`src/shared/cprc_pkg.sv`:
```
// Package for the core and peripheral clock/reset control block.
// Assumes a 32-bit AXI4-Lite register port and a single system clock.
package cprc_pkg;

  // ----------------------------------------------------------------
  // Bus widths
  // ----------------------------------------------------------------
  localparam int ADDR_W = 32;
  localparam int DATA_W = 32;
  localparam int STRB_W = 4;

  // ----------------------------------------------------------------
  // Register byte addresses
  // ----------------------------------------------------------------
  localparam logic [31:0] ADDR_ACCEL_CLK  = 32'h3FF0_001C;
  localparam logic [31:0] ADDR_ACCEL_RST  = 32'h3FF0_0020;
  localparam logic [31:0] ADDR_CORE_RST   = 32'h3FF0_002C;
  localparam logic [31:0] ADDR_CORE_CLK   = 32'h3FF0_0030;
  localparam logic [31:0] ADDR_CORE_STALL = 32'h3FF0_0034;
  localparam logic [31:0] ADDR_CORE_BOOT  = 32'h3FF0_0038;
  localparam logic [31:0] ADDR_PERIPH_CLK = 32'h3FF0_00C0;
  localparam logic [31:0] ADDR_PERIPH_RST = 32'h3FF0_00C4;
  localparam logic [31:0] ADDR_RADIO_CLK  = 32'h3FF0_00CC;
  localparam logic [31:0] ADDR_RADIO_RST  = 32'h3FF0_00D0;

  // ----------------------------------------------------------------
  // Register indices after decode
  // ----------------------------------------------------------------
  localparam logic [3:0] IDX_ACLK  = 4'h0;
  localparam logic [3:0] IDX_ARST  = 4'h1;
  localparam logic [3:0] IDX_CRST  = 4'h2;
  localparam logic [3:0] IDX_CCLK  = 4'h3;
  localparam logic [3:0] IDX_CSTL  = 4'h4;
  localparam logic [3:0] IDX_CBOOT = 4'h5;
  localparam logic [3:0] IDX_PCLK  = 4'h6;
  localparam logic [3:0] IDX_PRST  = 4'h7;
  localparam logic [3:0] IDX_RCLK  = 4'h8;
  localparam logic [3:0] IDX_RRST  = 4'h9;
  localparam logic [3:0] IDX_NONE  = 4'hF;

  // ----------------------------------------------------------------
  // Field widths and accelerator bit positions
  // ----------------------------------------------------------------
  localparam int ACCEL_W  = 5;
  localparam int PERIPH_W = 27;
  localparam int ACC_AES  = 0;
  localparam int ACC_SHA  = 1;
  localparam int ACC_RSA  = 2;
  localparam int ACC_SBOOT = 3;
  localparam int ACC_DSIG = 4;

  // ----------------------------------------------------------------
  // Peripheral bit positions (clock gate and reset alike)
  // ----------------------------------------------------------------
  localparam int P_PWM3 = 26;
  localparam int P_PWM2 = 25;
  localparam int P_UART_MEM = 24;
  localparam int P_UART2 = 23;
  localparam int P_SPI_DMA = 22;
  localparam int P_I2S1 = 21;
  localparam int P_PWM1 = 20;
  localparam int P_CAN = 19;
  localparam int P_I2C1 = 18;
  localparam int P_PWM0 = 17;
  localparam int P_SPI3 = 16;
  localparam int P_TIMG1 = 15;
  localparam int P_FUSE = 14;
  localparam int P_TIMG0 = 13;
  localparam int P_HOST_DMA1 = 12;
  localparam int P_LED_DIM = 11;
  localparam int P_PULSE_COUNTER_UNIT = 10;
  localparam int P_REMOTE = 9;
  localparam int P_HOST_DMA0 = 8;
  localparam int P_I2C0 = 7;
  localparam int P_SPI2 = 6;
  localparam int P_UART1 = 5;
  localparam int P_I2S0 = 4;
  localparam int P_WATCHDOG = 3;
  localparam int P_UART0 = 2;
  localparam int P_SPI1 = 1;
  localparam int P_TIMERS = 0;

  // ----------------------------------------------------------------
  // Reset values and bus responses
  // ----------------------------------------------------------------
  localparam logic        RST_CORE_RST   = 1'h1;
  localparam logic        RST_CORE_CLK   = 1'h0;
  localparam logic        RST_CORE_STALL = 1'h0;
  localparam logic [31:0] RST_WORD       = 32'h0000_0000;
  localparam logic [1:0]  RESP_OKAY      = 2'h0;
  localparam logic [1:0]  RESP_SLVERR    = 2'h2;

endpackage

```
`src/rtl/cprc_ctrl.sv`:
```
// Core and peripheral clock/reset control registers behind AXI4-Lite.
// Assumes one system clock, synchronous active-high reset, and a
// master that keeps at most one write and one read outstanding.
//
// Functional notes
// - Second core held in reset while its reset bit is 1.
// - Second core clock stopped while its clock-enable bit is 0.
// - Second core stalled while its stall bit is 1.
// - Boot-address register value becomes the core's ROM boot jump target only while the core is held in reset.
// - All clock-gate and reset bits are active-high levels.
// - Reset bits never self-clear; only software writes clear them.
// - Peripheral clock runs while its gate bit is 1, stops at 0.
// - Peripheral held in reset while its reset bit is 1.
// - Accelerator clock bits: 4 signature, 3 secure boot, 2 RSA, 1 SHA, 0 AES.
// - Accelerator reset bit 4 also resets AES and RSA.
// - Accelerator reset bit 3 also resets AES and SHA.
// - Peripheral clock bits 26 down to 14 map to upper peripherals.
// - Peripheral clock bits 13 down to 0 map to lower peripherals.
// - Peripheral reset bits use the same 27-bit map.
// - Separate radio clock-gate and radio reset registers exist.
//
// The AXI4-Lite interface to the registers was chosen for this implementation.
`timescale 1ns/1ps

module cprc_ctrl
  import cprc_pkg::*;
(
  input  wire logic                            clk,
  input  wire logic                            sys_rst,
  input  wire logic [cprc_pkg::ADDR_W-1:0]     s_axi_awaddr,
  input  wire logic [2:0]                      s_axi_awprot,
  input  wire logic                            s_axi_awvalid,
  output logic                                 s_axi_awready,
  input  wire logic [cprc_pkg::DATA_W-1:0]     s_axi_wdata,
  input  wire logic [cprc_pkg::STRB_W-1:0]     s_axi_wstrb,
  input  wire logic                            s_axi_wvalid,
  output logic                                 s_axi_wready,
  output logic [1:0]                           s_axi_bresp,
  output logic                                 s_axi_bvalid,
  input  wire logic                            s_axi_bready,
  input  wire logic [cprc_pkg::ADDR_W-1:0]     s_axi_araddr,
  input  wire logic [2:0]                      s_axi_arprot,
  input  wire logic                            s_axi_arvalid,
  output logic                                 s_axi_arready,
  output logic [cprc_pkg::DATA_W-1:0]          s_axi_rdata,
  output logic [1:0]                           s_axi_rresp,
  output logic                                 s_axi_rvalid,
  input  wire logic                            s_axi_rready,
  output logic                                 second_core_rst,
  output logic                                 second_core_clk_en,
  output logic                                 second_core_stall,
  output logic [cprc_pkg::DATA_W-1:0]          second_core_boot_addr,
  output logic [cprc_pkg::ACCEL_W-1:0]         accel_clk_en,
  output logic [cprc_pkg::ACCEL_W-1:0]         accel_rst,
  output logic [cprc_pkg::PERIPH_W-1:0]        periph_clk_en,
  output logic [cprc_pkg::PERIPH_W-1:0]        periph_rst,
  output logic [cprc_pkg::DATA_W-1:0]          radio_clk_en,
  output logic [cprc_pkg::DATA_W-1:0]          radio_rst
);

  import cprc_pkg::*;

  // ----------------------------------------------------------------
  // Storage
  // ----------------------------------------------------------------
  logic                aw_hold_q;
  logic                w_hold_q;
  logic [ADDR_W-1:0]   aw_addr_q;
  logic [DATA_W-1:0]   w_data_q;
  logic [STRB_W-1:0]   w_strb_q;
  logic                bvalid_q;
  logic [1:0]          bresp_q;
  logic                rvalid_q;
  logic [1:0]          rresp_q;
  logic [DATA_W-1:0]   rdata_q;
  logic                core_rst_q;
  logic                core_clk_q;
  logic                core_stall_q;
  logic [DATA_W-1:0]   boot_q;
  logic [DATA_W-1:0]   boot_out_q;
  logic [ACCEL_W-1:0]  accel_clk_q;
  logic [ACCEL_W-1:0]  accel_rst_q;
  logic [ACCEL_W-1:0]  accel_rst_out_q;
  logic [ACCEL_W-1:0]  accel_rst_d;
  logic [PERIPH_W-1:0] periph_clk_q;
  logic [PERIPH_W-1:0] periph_rst_q;
  logic [DATA_W-1:0]   radio_clk_q;
  logic [DATA_W-1:0]   radio_rst_q;
  logic                wr_fire;
  logic [3:0]          wr_idx;
  logic [3:0]          rd_idx;
  logic [DATA_W-1:0]   wr_val;
  logic [15:0]         we_vec;
  logic                aw_take;
  logic                w_take;
  logic                ar_take;

  // ----------------------------------------------------------------
  // Helpers
  // ----------------------------------------------------------------
  // Address to register index, IDX_NONE when unmapped
  function automatic logic [3:0] cprc_dec(input logic [ADDR_W-1:0] a);
    logic [3:0] r;
    r = IDX_NONE;
    unique case (a)
      ADDR_ACCEL_CLK:  r = IDX_ACLK;
      ADDR_ACCEL_RST:  r = IDX_ARST;
      ADDR_CORE_RST:   r = IDX_CRST;
      ADDR_CORE_CLK:   r = IDX_CCLK;
      ADDR_CORE_STALL: r = IDX_CSTL;
      ADDR_CORE_BOOT:  r = IDX_CBOOT;
      ADDR_PERIPH_CLK: r = IDX_PCLK;
      ADDR_PERIPH_RST: r = IDX_PRST;
      ADDR_RADIO_CLK:  r = IDX_RCLK;
      ADDR_RADIO_RST:  r = IDX_RRST;
      default:         r = IDX_NONE;
    endcase
    return r;
  endfunction

  // Current word of a register, upper unused bits read zero
  function automatic logic [DATA_W-1:0] cprc_view(input logic [3:0] i);
    logic [DATA_W-1:0] r;
    r = RST_WORD;
    unique case (i)
      IDX_ACLK:  r[ACCEL_W-1:0] = accel_clk_q;
      IDX_ARST:  r[ACCEL_W-1:0] = accel_rst_q;
      IDX_CRST:  r[0] = core_rst_q;
      IDX_CCLK:  r[0] = core_clk_q;
      IDX_CSTL:  r[0] = core_stall_q;
      IDX_CBOOT: r = boot_q;
      IDX_PCLK:  r[PERIPH_W-1:0] = periph_clk_q;
      IDX_PRST:  r[PERIPH_W-1:0] = periph_rst_q;
      IDX_RCLK:  r = radio_clk_q;
      IDX_RRST:  r = radio_rst_q;
      default:   r = RST_WORD;
    endcase
    return r;
  endfunction

  // Byte-lane merge of new data over old word
  function automatic logic [DATA_W-1:0] cprc_merge(
    input logic [DATA_W-1:0] old_w,
    input logic [DATA_W-1:0] new_w,
    input logic [STRB_W-1:0] strb);
    logic [DATA_W-1:0] r;
    r = old_w;
    for (int i = 0; i < STRB_W; i++) begin
      if (strb[i]) begin
        r[8*i +: 8] = new_w[8*i +: 8];
      end
    end
    return r;
  endfunction

  // ----------------------------------------------------------------
  // Write channel
  // ----------------------------------------------------------------
  // Address and data taken in either order, one write in flight
  assign s_axi_awready = !aw_hold_q && !bvalid_q;
  assign s_axi_wready  = !w_hold_q && !bvalid_q;
  assign aw_take = s_axi_awvalid && s_axi_awready;
  assign w_take  = s_axi_wvalid && s_axi_wready;
  assign wr_fire = aw_hold_q && w_hold_q && !bvalid_q;
  assign wr_idx  = cprc_dec(aw_addr_q);
  assign wr_val  = cprc_merge(cprc_view(wr_idx), w_data_q, w_strb_q);
  assign we_vec  = wr_fire ? (16'h0001 << wr_idx) : 16'h0000;

  // Address hold
  always_ff @(posedge clk) begin
    if (sys_rst) begin
      aw_hold_q <= 1'b0;
      aw_addr_q <= RST_WORD;
    end else if (aw_take) begin
      aw_hold_q <= 1'b1;
      aw_addr_q <= s_axi_awaddr;
    end else if (wr_fire) begin
      aw_hold_q <= 1'b0;
    end
  end

  // Data hold
  always_ff @(posedge clk) begin
    if (sys_rst) begin
      w_hold_q <= 1'b0;
      w_data_q <= RST_WORD;
      w_strb_q <= 4'h0;
    end else if (w_take) begin
      w_hold_q <= 1'b1;
      w_data_q <= s_axi_wdata;
      w_strb_q <= s_axi_wstrb;
    end else if (wr_fire) begin
      w_hold_q <= 1'b0;
    end
  end

  // Write response, error for an unmapped address
  always_ff @(posedge clk) begin
    if (sys_rst) begin
      bvalid_q <= 1'b0;
      bresp_q  <= RESP_OKAY;
    end else if (wr_fire) begin
      bvalid_q <= 1'b1;
      bresp_q  <= (wr_idx == IDX_NONE) ? RESP_SLVERR : RESP_OKAY;
    end else if (s_axi_bready) begin
      bvalid_q <= 1'b0;
    end
  end

  assign s_axi_bvalid = bvalid_q;
  assign s_axi_bresp  = bresp_q;

  // ----------------------------------------------------------------
  // Read channel
  // ----------------------------------------------------------------
  assign s_axi_arready = !rvalid_q;
  assign ar_take = s_axi_arvalid && s_axi_arready;
  assign rd_idx  = cprc_dec(s_axi_araddr);

  // Read data captured at address acceptance
  always_ff @(posedge clk) begin
    if (sys_rst) begin
      rvalid_q <= 1'b0;
      rresp_q  <= RESP_OKAY;
      rdata_q  <= RST_WORD;
    end else if (ar_take) begin
      rvalid_q <= 1'b1;
      rresp_q  <= (rd_idx == IDX_NONE) ? RESP_SLVERR : RESP_OKAY;
      rdata_q  <= cprc_view(rd_idx);
    end else if (s_axi_rready) begin
      rvalid_q <= 1'b0;
    end
  end

  assign s_axi_rvalid = rvalid_q;
  assign s_axi_rresp  = rresp_q;
  assign s_axi_rdata  = rdata_q;

  // ----------------------------------------------------------------
  // Second core control
  // ----------------------------------------------------------------
  // reset, clock gate, stall bits
  always_ff @(posedge clk) begin
    if (sys_rst) begin
      core_rst_q   <= RST_CORE_RST;
      core_clk_q   <= RST_CORE_CLK;
      core_stall_q <= RST_CORE_STALL;
    end else begin
      if (we_vec[IDX_CRST]) begin
        core_rst_q <= wr_val[0];
      end
      if (we_vec[IDX_CCLK]) begin
        core_clk_q <= wr_val[0];
      end
      if (we_vec[IDX_CSTL]) begin
        core_stall_q <= wr_val[0];
      end
    end
  end

  // Boot address register
  always_ff @(posedge clk) begin
    if (sys_rst) begin
      boot_q <= RST_WORD;
    end else if (we_vec[IDX_CBOOT]) begin
      boot_q <= wr_val;
    end
  end

  // boot target follows only while core is in reset
  always_ff @(posedge clk) begin
    if (sys_rst) begin
      boot_out_q <= RST_WORD;
    end else if (core_rst_q) begin
      boot_out_q <= boot_q;
    end
  end

  assign second_core_rst       = core_rst_q;
  assign second_core_clk_en    = core_clk_q;
  assign second_core_stall     = core_stall_q;
  // jump target presented to the core
  assign second_core_boot_addr = boot_out_q;

  // ----------------------------------------------------------------
  // Accelerator gates and resets
  // ----------------------------------------------------------------
  // accelerator clock and reset bits
  always_ff @(posedge clk) begin
    if (sys_rst) begin
      accel_clk_q <= RST_WORD[ACCEL_W-1:0];
      accel_rst_q <= RST_WORD[ACCEL_W-1:0];
    end else begin
      if (we_vec[IDX_ACLK]) begin
        accel_clk_q <= wr_val[ACCEL_W-1:0];
      end
      // reset bits change only on a write
      if (we_vec[IDX_ARST]) begin
        accel_rst_q <= wr_val[ACCEL_W-1:0];
      end
    end
  end

  // signature reset also hits AES and RSA
  // secure-boot reset also hits AES and SHA
  always_comb begin
    accel_rst_d = accel_rst_q;
    accel_rst_d[ACC_AES] = accel_rst_q[ACC_AES] | accel_rst_q[ACC_DSIG]
                         | accel_rst_q[ACC_SBOOT];
    accel_rst_d[ACC_RSA] = accel_rst_q[ACC_RSA] | accel_rst_q[ACC_DSIG];
    accel_rst_d[ACC_SHA] = accel_rst_q[ACC_SHA] | accel_rst_q[ACC_SBOOT];
  end

  // Registered fan-out keeps the reset outputs glitch free
  always_ff @(posedge clk) begin
    if (sys_rst) begin
      accel_rst_out_q <= RST_WORD[ACCEL_W-1:0];
    end else begin
      accel_rst_out_q <= accel_rst_d;
    end
  end

  assign accel_clk_en = accel_clk_q;
  assign accel_rst    = accel_rst_out_q;

  // ----------------------------------------------------------------
  // Peripheral and radio gates and resets
  // ----------------------------------------------------------------
  // one bit per peripheral in the clock gate
  always_ff @(posedge clk) begin
    if (sys_rst) begin
      periph_clk_q <= RST_WORD[PERIPH_W-1:0];
      periph_rst_q <= RST_WORD[PERIPH_W-1:0];
    end else begin
      if (we_vec[IDX_PCLK]) begin
        periph_clk_q <= wr_val[PERIPH_W-1:0];
      end
      // reset uses the same bit map
      if (we_vec[IDX_PRST]) begin
        periph_rst_q <= wr_val[PERIPH_W-1:0];
      end
    end
  end

  // separate radio gate and reset words
  always_ff @(posedge clk) begin
    if (sys_rst) begin
      radio_clk_q <= RST_WORD;
      radio_rst_q <= RST_WORD;
    end else begin
      if (we_vec[IDX_RCLK]) begin
        radio_clk_q <= wr_val;
      end
      if (we_vec[IDX_RRST]) begin
        radio_rst_q <= wr_val;
      end
    end
  end

  // enables and resets out as levels
  // low peripheral bits share the same path
  assign periph_clk_en = periph_clk_q;
  assign periph_rst    = periph_rst_q;
  assign radio_clk_en  = radio_clk_q;
  assign radio_rst     = radio_rst_q;
endmodule

```
`config.mk`:
```
export PLATFORM = sky130hd
export DESIGN_NAME = cprc_ctrl
export DESIGN_NICKNAME = d
export VERILOG_FILES = /design/src/shared/cprc_pkg.sv /design/src/rtl/cprc_ctrl.sv
export SDC_FILE = /design/constraint.sdc
export NUM_CORES = 1
export LEC_CHECK = 0
export BUFFER_PORTS_ARGS = -buffer_cell sky130_fd_sc_hd__buf_2
export CAP_MARGIN = 15
export CORE_MARGIN = 2
export CORE_UTILIZATION = 50
export DETAILED_ROUTE_END_ITERATION = 6
export GPL_TIMING_DRIVEN = 0
export PLACE_DENSITY_LB_ADDON = 0.15
export SYNTH_ARGS = -nofsm -noshare
export SYNTH_HDL_FRONTEND = slang
export SYNTH_SLANG_ARGS = --single-unit
```
`constraint.sdc`:
```
create_clock -name clk -period 2.58 [get_ports clk]
set_input_delay 0.516 -clock clk [delete_from_list [all_inputs] [get_ports clk]]
set_output_delay 0.516 -clock clk [all_outputs]
set_load 0.01 [all_outputs]
```
# Word-level counts from Yosys, hierarchy flattened
# Cells that the tools add are included.
# Widths: inputs -> output; s select.
[op_classes] n_eq_ne=40 shifts=1 muxes=24 n_bitwise=4 n_reduce_logical=17
[ops] operator="$eq 32x30->1 const B" n=20
[ops] operator="$pmux 22 s5" n=2
[ops] operator="$pmux 4 s10" n=2
[ops] operator="$pmux 4 s7" n=2
[ops] operator="$eq 4x3->1 const B" n=8
[ops] operator="$mux 8" n=4
[ops] operator="$pmux 5 s3" n=2
[ops] operator="$eq 4x4->1 const B" n=6
[ops] operator="$pmux 1 s10" n=2
[ops] operator="$eq 4x2->1 const B" n=4
[ops] operator="$mux 10" n=1
[ops] operator="$shl 1x4->10 const A" n=1
[ops] operator="$eq 4x1->1 const B" n=2
[ops] operator="$logic_not 4->1" n=2
[ops] operator="$reduce_bool 2->1" n=4
[ops] operator="$logic_and 1x1->1" n=7
[ops] operator="$mux 1" n=7
[ops] operator="$logic_not 1->1" n=4
[ops] operator="$mux 2" n=2
[ops] operator="$or 1x1->1" n=4
[totals] register_bits=308 out_inout_bits=204 word_cells=108

# Longest topological paths before layout
# Gate-level depths: netlist of run 1.
[depth] ltp_word=5 ltp_mapped=11

# Worst setup path before layout of run 1
# Ideal clock, no wire load.
[synth_path] path_kind="input to register" from="input s_axi_araddr[3] (netlist bit)" to="register rdata_q[1] (netlist: s_axi_rdata[1])" setup_ps=139 arrival_ps=2616 required_time_ps=2441 path_slack_ps=-175 stages=9 path_buffers=2 cell_sequence="clkbuf_1 -> or3b_2 -> a2111oi_0 -> or4_1 -> a22oi_1 -> nor2b_1 -> buf_2 -> a2111oi_0 -> o21ai_0"
[synth_between] elab_chain_len=4
[synth_rtl] element="from (decl)" line="cprc_ctrl.sv:41" source="input wire logic [cprc_pkg::ADDR_W-1:0] s_axi_araddr,"
[synth_rtl] element="$eq 32x30->1" line="cprc_ctrl.sv:105" source="unique case (a)"
[synth_rtl] element="$pmux 4 s10 *" line="cprc_ctrl.sv:105"
[synth_rtl] element="$eq 4x4->1 (tied with other cells)" line="cprc_ctrl.sv:125" source="unique case (i)"
[synth_rtl] element="$pmux 4 s7 *" line="cprc_ctrl.sv:125"
[synth_rtl] element="to (signal assigned)" line="cprc_ctrl.sv:229" source="rdata_q <= cprc_view(rd_idx);"
[synth_rtl] element="to (decl)" line="cprc_ctrl.sv:75" source="logic [DATA_W-1:0] rdata_q;"
# Mark *: on every way between the ends. The rest lies on a longest branch, timed or not.
# A chain may end at the register's enable or synchronous reset.

# Worst setup path after layout of run 1
[layout_path] from="register aw_addr_q[8]" to="register periph_rst_q[24] (netlist: periph_rst[24])"
[layout_between] elab_chain_len=5
[layout_rtl] element="from (decl)" line="cprc_ctrl.sv:68" source="logic [ADDR_W-1:0] aw_addr_q;"
[layout_rtl] element="from (signal assigned)" line="cprc_ctrl.sv:176" source="aw_addr_q <= s_axi_awaddr;"
[layout_rtl] element="$eq 32x30->1" line="cprc_ctrl.sv:105"
[layout_rtl] element="$pmux 4 s10 *" line="cprc_ctrl.sv:105"
[layout_rtl] element="$eq 4x4->1 or $eq 4x3->1 (tied branches)" line="cprc_ctrl.sv:125"
[layout_rtl] element="$pmux 22 s5" line="cprc_ctrl.sv:125"
[layout_rtl] element="$mux 8" line="cprc_ctrl.sv:149" source="if (strb[i]) begin"
[layout_rtl] element="to (signal assigned)" line="cprc_ctrl.sv:333" source="periph_rst_q <= RST_WORD[PERIPH_W-1:0];"
[layout_rtl] element="to (signal assigned)" line="cprc_ctrl.sv:340" source="periph_rst_q <= wr_val[PERIPH_W-1:0];"
[layout_rtl] element="to (decl)" line="cprc_ctrl.sv:86" source="logic [PERIPH_W-1:0] periph_rst_q;"
# Marks and branches as above.

==> results of run 1 <==
-- flip-flops by register name, indices dropped and copies added, names as in the netlist, 27 cells and up --
signal                 cells
second_core_boot_addr     32
w_data_q                  32
radio_clk_en              32
boot_q                    32
radio_rst                 32
s_axi_rdata               32
periph_clk_en             27
aw_addr_q                 32
periph_rst                27
-- worst max-delay path by stage --
stage,start,end,cells past startpoint
after floorplan,s_axi_araddr[9],s_axi_rdata[1],8
after global placement,aw_addr_q[2],periph_rst[6],10
after detailed placement,aw_addr_q[3],periph_rst[11],10
after CTS,aw_addr_q[8],periph_rst[6],9
after global routing,aw_addr_q[8],radio_clk_en[5],9
final,aw_addr_q[8],periph_rst[24],9
-- final cells by class --
type                       instances  share of cell area [%]
inverter                          56                    1.06
clock inverter                     9                   0.497
sequential                       306                    30.8
buffer                           142                    4.99
timing repair buffer             362                    10.5
multi-input combinational       1343                    44.5
clock buffer                      53                    5.21
tap                              384                    2.41
-- worst reg2reg max path, cell delays in order (launching register included) --
cell,delay (ns)
dfxtp_2,0.32
or4_4,0.56
or4_4,0.50
buf_12,0.19
buf_12,0.16
nor4_2,0.31
o21ai_2,0.12
o211ai_4,0.15
nand3_1,0.11
a21oi_1,0.18
-- power by group --
part | internal (W) | switching [W]
registers | 0.00483 | 0.0000775
logic | 0.000371 | 0.000792
clock network | 0.00297 | 0.00202
total | 0.00818 | 0.00289
-- cells by family (layout without fill, tap and decap cells) --
kind of cell	after synthesis	after routing	share of synthesized area, %
compound gates	505	506	22.2
mux	60	60	4.16
other cells	1	2	0.0258
flops	306	306	42.1
simple gates	771	772	25.4
buf+inv	202	622	5.89
xor+xnor	3	3	0.181
-- metrics by stage --
step / util (%) / std cells / power, W
final: 69.3 / 2655 / 0.0111
after global placement: 58.0 / 2539 / 0.00598
after CTS: 65.2 / 2629 / 0.0110
after detailed placement: 58.1 / 2540 / 0.00600
after floorplan: - / 1849 / 0.00560
after global routing: 69.3 / 2655 / 0.0114
-- what timing repair did --
| item | 4_1_cts | 5_1_grt |
|---|---|---|
| hold buffers | 0 | 0 |
| pin swaps | 71 | 131 |
| setup endpoints to repair | 193 | 194 |
| cloned | 2 | 10 |
| setup buffers | 27 | 18 |
| gates resized for setup | 190 | 234 |
-- metal layers --
layer | global-route usage [%] | wire length, um
met1 | 49.5 | 23400
met2 | 54.9 | 25600
met3 | 10.4 | 8680
met4 | 18.9 | 3710
met5 | 0 | 0
-- placed cells by master (no fill, tap or decap), types with 34 or more instances in the layout --
cell type	netlist	layout
mux2i_1	56	55
a21oi_2	0	34
inv_1	56	56
clkbuf_1	98	73
o211ai_1	42	42
a21oi_1	260	221
nor2_1	85	80
dfxtp_1	306	302
nand3_1	123	95
nand2_1	365	347
buf_2	34	314
clkbuf_16	0	44
buf_4	3	51
==> flow_summary_export.csv, run 1 <==
group,metric,value,unit
run_status,status,"finished, violations left",
run_status,violations,"negative setup slack",
logic_synthesis,syn_area,14600,um2
finish,area_growth,36.8,%
timing,fin_crit_sh,104,%
global_routing,grt_max_degree,13,
clock_tree,cts.sinks,306,
critical_path,cp-start-kind,"register",
critical_path,r2r_end,"periph_rst[24]",
critical_path,regToRegSetupSlack,-0.10,ns
die,die_x,175,um
logic_synthesis,netlist.area_leader.share,42.1,%
finish,regArea,6130,um2
timing,grt_setup_unrepaired,"yes",
clock_tree,cts_tree,"done",
timing,hold_violations,0,
timing,fin_crit,2.68,ns
logic_synthesis,synth.avg_cell_area,7.87,um2
timing,tightest_slew,1.12,ns
logic_synthesis,synth.ff_latch_count,306,
critical_path,r2r_cells,9,
critical_path,critical-path-slowest-cell,"or4_4",
run,drv_cap,0,
clock_tree,numCtsBuffers,35,
timing,max_freq,0.373,GHz
critical_path,critPathRequiredTime,3.02,ns
logic_synthesis,yosysWarnings,0,
timing,finalSetupViolCount,107,
critical_path,path_cells,"or4_4, or4_4, buf_12, buf_12, nor4_2, o21ai_2, o211ai_4, nand3_1, a21oi_1",
critical_path,cp.arrival,3.12,ns
finish,fillers,2348,
die,initial_core_util,50.7,%
timing,skew,0.00941,ns
routing,via_per_inst,6.31,
critical_path,worstSetupEndpointType,"register",
clock_tree,cts_buffer_depth,3,
logic_synthesis,yosys-top-cells-area,"dfxtp_1 42%, nand2_1 9.4%, a21oi_1 8.9%, nand3_1 4.2%, mux2i_1 3.9%",
power,power_density,556,nW/um2
logic_synthesis,synthTopCellsByCount,"365 x nand2_1, 306 x dfxtp_1, 260 x a21oi_1",
placement,dp_slack,-0.883,ns
critical_path,max_stage_delay,0.56,ns
die,die_area,30500,um2
clock_tree,htree_levels,2,
logic_synthesis,seq_area_frac_synth,42.1,%
placement,dp_hpwl,41000,um
logic_synthesis,synth.most_common_cell,"nand2_1",
die,rows,62,
placement,gp_congestion,0.971,
finish,antennaDiodeCount,0,
global_routing,antenna_found_initial,0,
global_routing,track_usage,37.1,%
clock_tree,clk_pin_slew_worst_paths,0.06,ns
placement,port_buffers,306,
die,die_h,175,um
die,fp.coreArea,28700,um2
timing,setup_ws,-0.101,ns
global_routing,grt_pass1_wl,88100,um
global_routing,overflow,0,
logic_synthesis,ys_types,67,
critical_path,path_class,"reg -> reg",
placement,place_area,16700,um2
finish,multi_input_area,8850,um2
timing,fin_tns_setup,-4.26,ns
power,ir_drop,405,uV
power,power.leakage,7.97,nW
finish,final_area,19900,um2
logic_synthesis,synth_flop_cell,"dfxtp_1",
logic_synthesis,synth_edf_count,0,
routing,detail-route-antenna-nets,0,
clock_tree,clockRootBuffer,"clkbuf_16",
logic_synthesis,synth_top_area_cell,"dfxtp_1",
timing,slew_viol_final,0,
finish,fin_nets,2359,
worst_hold_path,min_from,"s_axi_rready",
worst_hold_path,worstHoldPathType,"in -> reg",
critical_path,critPathTopFamily,"simple AND/OR/NAND/NOR gates",
timing,hold-worst-slack,0.187,ns
routing,wl,61300,um
critical_path,worstReg2RegStart,"aw_addr_q[8]",
finish,drive_above_1_share,31.6,%
critical_path,crit_path_max_fanout,10,
logic_synthesis,synthCells,1848,
routing,first_iter_violations,2383,
logic_synthesis,synth-async-reset-ratio,0,%
clock_tree,insertion_delay,0.52,ns
worst_hold_path,whs_endpoint,"s_axi_rvalid",
routing,wl_per_cell,23.1,um
routing,drt_pass1_iterations,7,
die,pin_count,317,
routing,drcViolationCount,0,
critical_path,path_buf_inv,2,
routing,vias,16700,
worst_hold_path,whs_path_depth,2,
timing,relSlewSlack,25.3,%
global_routing,grt_pass1_vias,15300,
Note: power is estimated with default switching activity, not from simulation.
==> inputs of run 2 (changes only) <==
- CTS_BUF_LIST: not set -> sky130_fd_sc_hd__clkbuf_16
- GPL_TIMING_DRIVEN: 0 -> not set
==> run 2 against run 1 <==
Net effect:
- the run still ends with negative setup slack left
- die area unchanged
- clock skew is 0.011 ns higher
- via count fell by 1.1%
- critical endpoint is now radio_rst[7]
- highest routed layer is now met5
==> flow_summary_export.csv, run 2 (synthesized netlist as in run 1, its figures left out) <==
group,metric,value,unit
run_status,status,"finished, violations left",
run_status,violations,"negative setup slack",
finish,area_growth,41.3,%
routing,wl_per_cell,22.6,um
die,die_x,175,um
critical_path,crit_path_max_fanout,26,
routing,drcViolationCount,0,
critical_path,critical-path-slowest-cell,"or4_4",
clock_tree,numCtsBuffers,35,
finish,fin_nets,2329,
timing,fin_crit_sh,109,%
critical_path,cp.arrival,3.27,ns
critical_path,critical_path.most_common_cell,"or4_4",
finish,drive_above_1_share,35.3,%
power,p_clk_share,43.1,%
power,power.switching,0.00283,W
placement,port_buffers,308,
die,rows,62,
critical_path,path_class,"reg -> reg",
finish,mostFrequentLayoutCells,"344 x nand2_1, 307 x buf_2, 298 x dfxtp_1",
global_routing,grt_max_degree,82,
routing,first_iter_violations,2134,
clock_tree,clk_pin_slew_worst_paths,0.06,ns
global_routing,grt_pass1_wl,83100,um
timing,skew,0.0205,ns
clock_tree,cts_buffer_depth,3,
die,initial_core_util,50.7,%
finish,fillers,2245,
timing,hold_violations,0,
critical_path,critPathRequiredTime,3.02,ns
timing,fin_crit,2.82,ns
worst_hold_path,worstHoldPathType,"in -> reg",
timing,tightest_slew,1.30,ns
timing,grt_setup_unrepaired,"yes",
placement,place_area,17300,um2
timing,setup_ws,-0.245,ns
global_routing,antenna_found_initial,3,
critical_path,path_buf_inv,1,
power,ir_drop,543,uV
clock_tree,clockRootBuffer,"clkbuf_16",
finish,final_area,20600,um2
critical_path,worstSetupEndpointType,"register",
power,seqPwrFrac,46.1,%
placement,dp_hpwl,35100,um
routing,wl,59500,um
power,internal_power,0.00786,W
global_routing,grt_pass1_vias,14900,
clock_tree,cts_hold_buf,0,
power,swShare,26.5,%
timing,max_freq,0.354,GHz
global_routing,track_usage,34.4,%
clock_tree,cts_tree,"done",
routing,vias,16600,
critical_path,max_stage_delay,0.62,ns
routing,drt_pass1_iterations,6,
critical_path,path_cells,"or4_4, or4_4, buf_12, nor4_1, o21ai_1, o211ai_4, nand3_1, a21oi_2",
timing,finalSetupViolCount,130,
finish,layout_commonest_cell,"nand2_1",
finish,regArea,6140,um2
die,fp.coreArea,28700,um2
power,p_comb_share,10.9,%
run,drv_cap,0,
die,pin_count,317,
clock_tree,insertion_delay,0.52,ns
timing,relSlewSlack,13.3,%
critical_path,critPathTopFamily,"simple AND/OR/NAND/NOR gates",
power,power.leakage,8.06,nW
placement,gp_congestion,0.927,
finish,multi_input_area,9050,um2
clock_tree,cts.sinks,306,
timing,slew_viol_final,0,
finish,final_util,71.6,%
critical_path,cp-start-kind,"register",
clock_tree,htree_levels,2,
die,die_area,30500,um2
power,power_density,520,nW/um2
die,die_h,175,um
global_routing,overflow,0,
placement,dp_slack,-0.312,ns
routing,detail-route-antenna-nets,0,
routing,via_per_inst,6.30,
[run 2: cell count changes in the layout (fill, tap and decap cells not counted), moves of 12 or more]
cell,previous run,this run
a21oi_2,34,48
clkbuf_2,16,0
buf_4,51,91
clkbuf_1,73,0
nand3_1,95,72
buf_12,9,34
nand3_2,22,49
nor4_4,21,8
a31oi_1,17,3
a31oi_4,0,12
[run 2: power groups by stage]
| stage | clock [W] | combinational, W | sequential (W) |
|---|---|---|---|
| 4_1_cts | 0.00463 | 0.00101 | 0.00492 |
| 3_5_place_dp | 0 | 0.000994 | 0.00502 |
| 6_report | 0.00461 | 0.00116 | 0.00493 |
| 5_1_grt | 0.00482 | 0.00124 | 0.00494 |
| 2_1_floorplan | 0 | 0.000600 | 0.00500 |
| 3_3_place_gp | 0 | 0.000975 | 0.00501 |
[run 2: routing by layer]
| metal | part of all wire (%) | wire (um) | vias up | track usage (%) |
|---|---|---|---|---|
| met5 | 0.050 | 30 | - | 0 |
| met4 | 5.9 | 3510 | 4 | 16.7 |
| met3 | 11 | 6820 | 269 | 6.68 |
| met2 | 44 | 26300 | 1150 | 54.0 |
| met1 | 38 | 22800 | 7768 | 45.8 |
| li1 | - | - | 7361 | - |
[run 2: worst paths after layout]
path,from,endpoint,slack [ns],cells after the start
hold / removal,s_axi_rready,s_axi_rvalid,0.18,2
hold reg to reg,w_data_q[17],w_data_q[17],0.45,2
setup reg to reg,aw_addr_q[9],radio_rst[7],-0.24,8
setup / recovery,aw_addr_q[9],radio_rst[7],-0.24,8
[run 2: cell type report]
class                           count  share of cell area, %
Antenna cell                        1                 0.0122
Clock buffer                       37                   4.50
Clock inverter                     26                  0.572
Inverter                           56                   1.02
Multi-Input combinational cell   1342                   44.0
Sequential cell                   306                   29.9
Tap cell                          384                   2.34
Timing Repair Buffer              475                   17.7
[run 2: stage by stage]
step | total power [W] | instances | hold WS [ns] | setup TNS [ns]
2_1_floorplan | 0.00560 | 1849 | 0.431 | 0
3_3_place_gp | 0.00599 | 2517 | 0.438 | -12.64
3_5_place_dp | 0.00601 | 2517 | 0.439 | -17.67
4_1_cts | 0.0106 | 2597 | 0.170 | -5.75
5_1_grt | 0.0110 | 2626 | 0.176 | -23.13
6_report | 0.0107 | 2627 | 0.183 | -12.66
[run 2: timing repair]
item                                    in CTS  in global routing
cloned                                       5                 15
buffers inserted                            13                 18
endpoints found under the setup margin     144                163
resized for setup                           51                302
pin swaps                                   96                176
